### config.mk
export PLATFORM = sky130hd
export DESIGN_NAME = peripheral_irq_flags_reset_cause
export DESIGN_NICKNAME = d
export VERILOG_FILES = /design/src/rtl/irq_flags_pkg.sv /design/src/rtl/sticky_flag.sv /design/src/rtl/peripheral_irq_flags_reset_cause.sv
export SDC_FILE = /design/constraint.sdc
export NUM_CORES = 1
export LEC_CHECK = 0
export BUFFER_PORTS_ARGS = -buffer_cell sky130_fd_sc_hd__buf_2
export CORE_ASPECT_RATIO = 2
export CORE_UTILIZATION = 30
export CTS_CLUSTER_DIAMETER = 40
export DETAILED_ROUTE_END_ITERATION = 6
export PLACE_DENSITY = 0.77
export SYNTH_ARGS = -nofsm -noshare
export SYNTH_HDL_FRONTEND = slang
export SYNTH_SLANG_ARGS = --single-unit
### constraint.sdc
create_clock -name clk_in -period 2.7 [get_ports clk_in]
set_clock_uncertainty 0.1 [all_clocks]
set_input_delay 0.27 -clock clk_in [delete_from_list [all_inputs] [get_ports clk_in]]
set_output_delay 0.27 -clock clk_in [all_outputs]
set_load 0.05 [all_outputs]
### src/rtl/irq_flags_pkg.sv
// constants for the peripheral flag, enable and reset-cause registers
// assumes an 8-bit register port addressed by file address
package irq_flags_pkg;
  // register offsets
  localparam logic [7:0] flags1_off = 8'h0c;
  localparam logic [7:0] flags2_off = 8'h0d;
  localparam logic [7:0] enable2_off = 8'h8d;
  localparam logic [7:0] reset_cause_off = 8'h8e;
  // field positions
  localparam int timer1_overflow_bit = 0;
  localparam int timer2_match_bit = 1;
  localparam int conversion_done_bit = 6;
  localparam int parallel_port_bit = 7;
  localparam int capcmp2_bit = 0;
  localparam int brownout_bit = 0;
  localparam int power_on_bit = 1;
  // reset values
  localparam logic [7:0] flags2_reset = 8'h00;
  localparam logic [7:0] enable2_reset = 8'h00;
  localparam logic [1:0] flags1_hi_reset = 2'h0;
  // capture/compare unit modes
  typedef enum logic [1:0] {
    capcmp_off,
    capcmp_capture,
    capcmp_compare,
    capcmp_pwm
  } capcmp_mode_e;
endpackage : irq_flags_pkg

### src/rtl/sticky_flag.sv
// one hardware-set, software-written flag bit
// assumes set and write strobes synchronous to clk_in
`timescale 1ns/1ns
module sticky_flag (
  // clock and reset
  input wire logic clk_in,
  input wire logic reset_n_in,
  // control
  input wire logic set_in,
  input wire logic write_in,
  input wire logic write_value_in,
  // state
  output logic flag_out
);
  typedef struct packed {
    logic flag;
  } state_s;

  state_s state_reg;
  state_s state_next;

  always_comb begin
    state_next = state_reg;
    if (write_in) begin
      state_next.flag = write_value_in;
    end
    // set beats a same-cycle clear
    if (set_in) begin
      state_next.flag = 1'b1;
    end
  end

  always_ff @(posedge clk_in or negedge reset_n_in) begin
    if (!reset_n_in) begin
      state_reg <= '0;
    end else begin
      state_reg <= state_next;
    end
  end

  assign flag_out = state_reg.flag;
endmodule : sticky_flag

### src/rtl/peripheral_irq_flags_reset_cause.sv
// peripheral flag bits, second enable register and reset-cause status
// assumes timer and capture/compare inputs synchronous to clk_in
//
// Our own choice: the address-and-strobe port.
`timescale 1ns/1ns
module peripheral_irq_flags_reset_cause #(
  parameter bit has_parallel_port = 1'b1,
  parameter bit has_converter = 1'b1
) (
  // clock and reset
  input wire logic clk_in,
  input wire logic reset_n_in,
  // reset cause, held by the reset logic until the first edge after reset release
  input wire logic power_on_reset_in,
  input wire logic brownout_reset_in,
  input wire logic brownout_detect_enable_in,
  // register port
  input wire logic [7:0] addr_in,
  input wire logic [7:0] wdata_in,
  input wire logic write_in,
  input wire logic read_in,
  output logic [7:0] rdata_out,
  // timer events
  input wire logic [7:0] timer2_count_in,
  input wire logic [7:0] timer2_period_in,
  input wire logic timer2_tick_in,
  input wire logic [15:0] timer1_count_in,
  input wire logic timer1_tick_in,
  // second capture/compare unit
  input wire irq_flags_pkg::capcmp_mode_e capcmp2_mode_in,
  input wire logic capcmp2_capture_in,
  input wire logic capcmp2_match_in,
  // flag outputs
  output logic [7:0] flags1_hi_out,
  output logic capcmp2_request_out
);
  import irq_flags_pkg::*;

  typedef struct packed {
    logic capcmp2_enable;
    logic power_on_n;
    logic brownout_n;
    logic cause_pending;
    logic [7:0] rdata;
  } state_s;

  state_s state_reg;
  state_s state_next;

  logic timer2_match_flag;
  logic timer1_overflow_flag;
  logic capcmp2_irq_flag;
  logic timer2_set;
  logic timer1_set;
  logic capcmp2_set;

  function automatic logic write_hit(input logic [7:0] off);
    write_hit = write_in && (addr_in == off);
  endfunction : write_hit

  // ------------------------------------------------------------
  // event detection
  // ------------------------------------------------------------
  assign timer2_set = timer2_tick_in && (timer2_count_in == timer2_period_in);
  assign timer1_set = timer1_tick_in && (timer1_count_in == 16'hffff);
  always_comb begin
    capcmp2_set = 1'b0;
    case (capcmp2_mode_in)
      capcmp_capture: capcmp2_set = capcmp2_capture_in;
      capcmp_compare: capcmp2_set = capcmp2_match_in;
      default: capcmp2_set = 1'b0;
    endcase
  end

  sticky_flag timer2_flag_i (
    .clk_in(clk_in),
    .reset_n_in(reset_n_in),
    .set_in(timer2_set),
    .write_in(write_hit(flags1_off)),
    .write_value_in(wdata_in[timer2_match_bit]),
    .flag_out(timer2_match_flag)
  );

  sticky_flag timer1_flag_i (
    .clk_in(clk_in),
    .reset_n_in(reset_n_in),
    .set_in(timer1_set),
    .write_in(write_hit(flags1_off)),
    .write_value_in(wdata_in[timer1_overflow_bit]),
    .flag_out(timer1_overflow_flag)
  );

  sticky_flag capcmp2_flag_i (
    .clk_in(clk_in),
    .reset_n_in(reset_n_in),
    .set_in(capcmp2_set),
    .write_in(write_hit(flags2_off)),
    .write_value_in(wdata_in[capcmp2_bit]),
    .flag_out(capcmp2_irq_flag)
  );

  // ------------------------------------------------------------
  // registers and read mux
  // ------------------------------------------------------------
  always_comb begin
    state_next = state_reg;
    state_next.rdata = 8'h00;
    // capture the cause on the first edge after reset release
    if (state_reg.cause_pending) begin
      state_next.cause_pending = 1'b0;
      if (power_on_reset_in) begin
        state_next.power_on_n = 1'b0;
      end
      if (brownout_reset_in && brownout_detect_enable_in) begin
        state_next.brownout_n = 1'b0;
      end
    end
    if (write_hit(enable2_off)) begin
      state_next.capcmp2_enable = wdata_in[capcmp2_bit];
    end
    if (write_hit(reset_cause_off)) begin
      state_next.power_on_n = wdata_in[power_on_bit];
      state_next.brownout_n = wdata_in[brownout_bit];
    end
    if (read_in) begin
      if (addr_in == flags1_off) begin
        state_next.rdata = flags1_hi_out;
      end else if (addr_in == flags2_off) begin
        state_next.rdata = {7'h00, capcmp2_irq_flag};
      end else if (addr_in == enable2_off) begin
        state_next.rdata = {7'h00, state_reg.capcmp2_enable};
      end else if (addr_in == reset_cause_off) begin
        // brown-out bit meaningless when detection is off
        state_next.rdata = {6'h00, state_reg.power_on_n, state_reg.brownout_n};
      end else begin
        state_next.rdata = 8'h00;
      end
    end
  end

  // reset loads constants only; the cause levels are sampled after release
  always_ff @(posedge clk_in or negedge reset_n_in) begin
    if (!reset_n_in) begin
      state_reg <= '{capcmp2_enable: enable2_reset[capcmp2_bit], power_on_n: 1'b1,
                     brownout_n: 1'b1, cause_pending: 1'b1, rdata: 8'h00};
    end else begin
      state_reg <= state_next;
    end
  end

  // ------------------------------------------------------------
  // outputs
  // ------------------------------------------------------------
  always_comb begin
    flags1_hi_out = 8'h00;
    flags1_hi_out[timer1_overflow_bit] = timer1_overflow_flag;
    flags1_hi_out[timer2_match_bit] = timer2_match_flag;
    flags1_hi_out[parallel_port_bit] = 1'b0;
    flags1_hi_out[conversion_done_bit] = 1'b0;
    if (!has_parallel_port || !has_converter) begin
      flags1_hi_out[parallel_port_bit] = 1'b0;
    end
  end

  // enable gates only the request, never the flag
  assign capcmp2_request_out = capcmp2_irq_flag && state_reg.capcmp2_enable;
  assign rdata_out = state_reg.rdata;
endmodule : peripheral_irq_flags_reset_cause

After elaboration in Yosys (flattened, before gate mapping) --
Cells that the tools add are included.
Cells by class: $add $sub $neg 0, equality and inequality tests 8, multiplexer cells 16, magnitude comparators 0, bitwise operators 0, multipliers 0, divide/modulo/power cells 0, shifts and indexed selects 0, reduce and logical (&&, ||, !) cells 16
Operator list (number):
- 16-bit == test, second input constant | 1
- 8-bit by 4-bit == test with 1-bit output, second input constant | 2
- 8-bit == test, second input constant | 2
- 2-bit two-way mux | 6
- 2-bit nonzero test | 6
- 8-bit == test | 1
- 1-bit logical AND | 8
- 1-bit two-way mux | 8
- 2-bit AND reduction | 2
- 3-bit two-way mux | 1
- 2-bit by 1-bit == test with 1-bit output, second input constant | 1
- 2-bit == test, second input constant | 1
- 1-bit case mux with 2 select lines | 1
Word-level totals: memory bits (writable) 0, flip-flop bits (word level) 15, memories 0, latch bits 0, memory bits (read-only) 0

Depth between registers and ports, before layout --
depth in word-level cells 6, depth in mapped cells 5, mapped depth without buffers 4

Hierarchy --
Synthesis repeated with hierarchy kept, for this count alone.
Unflattened totals: cell total of the unflattened synthesis 84, area, all modules 799.5 um^2
By module, submodules not included:
- peripheral_irq_flags_reset_cause | area an instance 679.4 um^2, seq. area each 153.9 um^2, cells an instance 75, instances 1
- sticky_flag | area an instance 40.0 um^2, seq. area each 25.0 um^2, cells an instance 3, instances 3

Worst setup path before layout --
OpenSTA, ideal clock, no wires.
kind input port to flip-flop, start input port addr_in[1], end register timer2_flag_i.state_reg, in the netlist timer2_flag_i.flag_out, stages on the path 5, arrival time 1.358 ns, setup slack 1.118 ns, buffers on the path 1, setup time 0.124 ns, required time 2.476 ns, cell sequence buf_4 or4b_1 nor3_2 mux2i_1 o21ai_1
On the way: word-level cells in the longest chain between the ends 3
Ends and longest elaborated chain:
- start: declaration | line peripheral_irq_flags_reset_cause.sv:18 | input wire logic [7:0] addr_in,
- 8-bit by 4-bit == test with 1-bit output | line peripheral_irq_flags_reset_cause.sv:58 | write_hit = write_in && (addr_in == off);
- 1-bit logical AND | line peripheral_irq_flags_reset_cause.sv:58
- 2-bit nonzero test (no source line)
- end signal: assignment | line sticky_flag.sv:37 | state_reg <= state_next;
- end: declaration | line sticky_flag.sv:19 | state_s state_reg;
Every way passes these cells. A chain may end at the register's enable or synchronous reset.

Final worst setup path --
start input port addr_in[7], end register timer2_flag_i.state_reg, in the netlist timer2_flag_i.flag_out
Same word-level chain as after synthesis.

==> run_results.csv <==
group,metric,value,unit
synthesis,syn_area_per_cell,9.458,sq um
clock_network,clock_sinks,9,
layout,fillers,272,
worst_setup_path,startpoint_type,"primary input",
route,routed_wl,1.617,mm
synthesis,synthArstFlopShare,1.000,
global_routing,first_global_vias,583,
place,hpwl,1.428,mm
worst_setup_path,r2r-start,"state_reg[10]",
min_path,min_to,"timer2_flag_i.flag_out",
worst_setup_path,worstPathRequired,2.71,ns
layout,antenna_cells,0,
min_path,min_path_cells,3,
pwr,p_leak,0.5455,nW
worst_setup_path,crit_path_start,"addr_in[7]",
sta,fmax,664.9,MHz
clock_network,insertion_delay,0.23,ns
global_routing,grt_max_degree,10,
route,drt_iter0_drc,6,
floorplan,design.die.area,2871,sq um
synthesis,synthCells,84,
worst_setup_path,cp_max_fo,9,
worst_setup_path,r2r_setup_slack,1.57,ns
sta,fin_ws,1.196,ns
sta,post-route-period-util,0.5570,
clock_network,htree_levels,1,
place,place_congestion,0.6925,
synthesis,synth-seq-cells,9,
worst_setup_path,r2r-end,"rdata_out[1]",
clock_network,cts_tree,"done",
worst_setup_path,worstPathArrival,1.51,ns
run,drv_cap,0,
route,avgViaCountPerCell,4.482,
global_routing,grt_pass1_wl,2.256,mm
layout,area_growth,36.69,%
synthesis,netlist_area,794.5,sq um
floorplan,die_h,74.78,um
worst_setup_path,slowest_stage,"or4b_1",
place,pre_cts_slack,0.9664,ns
pwr,ir_worst_vdd,304.3,uV
pwr,power_density,400.3,nW/um^2
clock_network,cts_buffer_depth,2,
sta,final_max_slew_viol_count,0,
worst_setup_path,crit_type,"in -> reg",
sta,fin_setup_tns,0,ns
min_path,min_from,"timer2_tick_in",
worst_setup_path,max_stage_delay,0.55,ns
place,io_buffer_count,59,
worst_setup_path,crit_chain,"buf_2 -> or4b_1 -> nor3_2 -> mux2i_1 -> o21ai_1",
layout,layout.nets,206,
layout,drive_gt1_frac,0.5000,
worst_setup_path,cp-end-kind,"register",
floorplan,rows,26,
clock_network,cts_root_buf,"clkbuf_8",
floorplan,io-pin-count,78,
route,vias,762,
route,drtPass1Iterations,4,
synthesis,synth_cell_types,32,
synthesis,ys_seq_area_frac,0.2882,
worst_setup_path,worst_r2r_path_depth,2,
floorplan,start_util,0.3131,
global_routing,grt_usage,0.1125,
sta,finalSetupViolCount,0,
sta,grt_setup_unrepaired,"false",
sta,hold_viol,0,
clock_network,cts_buffers,3,
layout,largest_register_ffs,4,
synthesis,synth_edf_count,0,
outcome,status,"complete, no violations",
floorplan,fp.dieW,38.39,um
floorplan,core_area,2537,sq um
min_path,hp-class,"in -> reg",
route,ant_nets,0,
clock_network,clk_pin_slew,0.04,ns
synthesis,ys_warn_count,0,
sta,period_needed,1.504,ns
synthesis,synthFlopType,"dfrtp_1",
global_routing,antenna_found_initial,0,
route,routedWlPerCell,9.512,um
route,drc,0,
global_routing,grt-ovfl-total,0,
## metrics by stage
stage	hold WS, ns	util	power, mW	std cells	instance area, sq um
global route	0.2023	0.4280	0.4577	170	1086
floorplan	-0.1256	-	0.2496	96	839.6
detailed placement	0.03685	0.4063	0.2850	165	1031
global placement	0.03225	0.4063	0.2819	165	1031
finish	0.1819	0.4280	0.4347	170	1086
CTS	0.1821	0.4280	0.4405	170	1086
## placed cells by master, fill, tap and decap left out, drive strengths merged
master       count
buf             59
conb            13
dfrtp            6
inv              4
nand2            4
nand4            4
xnor2            4
xor2             4
clkbuf           4
nor3             4
mux2i            3
nor4             3
mux2             3
nand3            3
dfstp            3
o21ai            3
nand3b           2
a31oi            2
ha               2
nand4bb          1
or2              1
o41ai            1
a211oi           1
a21oi            1
and2             1
nor3b            1
nor4b            1
or4b             1
a22oi            1
a21boi           1
dlygate4sd3      1
## layer usage
metal | GRT usage | up-vias | routed length [um]
met5 | 0 | - | 0
met4 | 0.06897 | 0 | 24
met3 | 0.02655 | 4 | 159
met2 | 0.1846 | 48 | 823
met1 | 0.1269 | 324 | 610
li1 | - | 386 | -
## cells in the mapped netlist (all sizes together) (3+ instances only)
cell    n  share of area
xnor2   4          0.044
mux2i   3          0.038
nand3   3          0.019
dfstp   3          0.099
nor3    4          0.038
nor4    3          0.024
nand4   4          0.031
xor2    4          0.044
dfrtp   6           0.19
o21ai   3          0.019
nand2   4          0.019
mux2    3          0.043
buf    18           0.17
inv     4          0.019
## layout make-up
type,instances,area (sq um),area share
repair buffers,60,305.3,0.2811
flip-flops and latches,9,229.0,0.2108
inverters,4,15.01,0.01382
well taps,28,35.03,0.03226
multi-input cells,65,456.7,0.4205
clock buffers,4,45.04,0.04147
## power by group
group          internal, mW  switching [mW]  leakage [nW]  total (mW)
registers             0.142         0.00365         0.109       0.146
clock network         0.103          0.0495        0.0228       0.152
logic                0.0499          0.0871         0.414       0.137
## critical path: cells and delay by family
kind	cells	cell delay, ns
simple gates	2	0.79
mux	1	0.23
buf+inv	1	0.15
compound gates	1	0.08
## worst max-delay path by stage
stage / endpoint / slack [ns]
after floorplan: timer2_flag_i.flag_out / 1.12
after global placement: timer2_flag_i.flag_out / 0.97
after detailed placement: timer2_flag_i.flag_out / 0.97
after CTS: timer2_flag_i.flag_out / 1.19
after global routing: timer2_flag_i.flag_out / 1.16
final: timer2_flag_i.flag_out / 1.20
## cells by family after synthesis
| group | after synthesis | share of synthesized area |
|---|---|---|
| AOI/OAI and AO/OA | 10 | 0.08031 |
| other | 1 | 0.004720 |
| DFF | 9 | 0.2882 |
| adders and majority gates | 2 | 0.03149 |
| and+or+nand+nor | 26 | 0.2331 |
| xor gates and xnor gates | 8 | 0.08818 |
| muxes | 6 | 0.08031 |
| buffers and inverters | 22 | 0.1937 |
## what timing repair did
action | 4_1_cts | 5_1_grt
buffers inserted | 0 | 0
endpoints found under the hold margin | 6 | 0
hold buffers | 1 | 0
endpoints found under the setup margin | 0 | 0
resized for setup | 0 | 0
(Power assumes the default switching activity.)
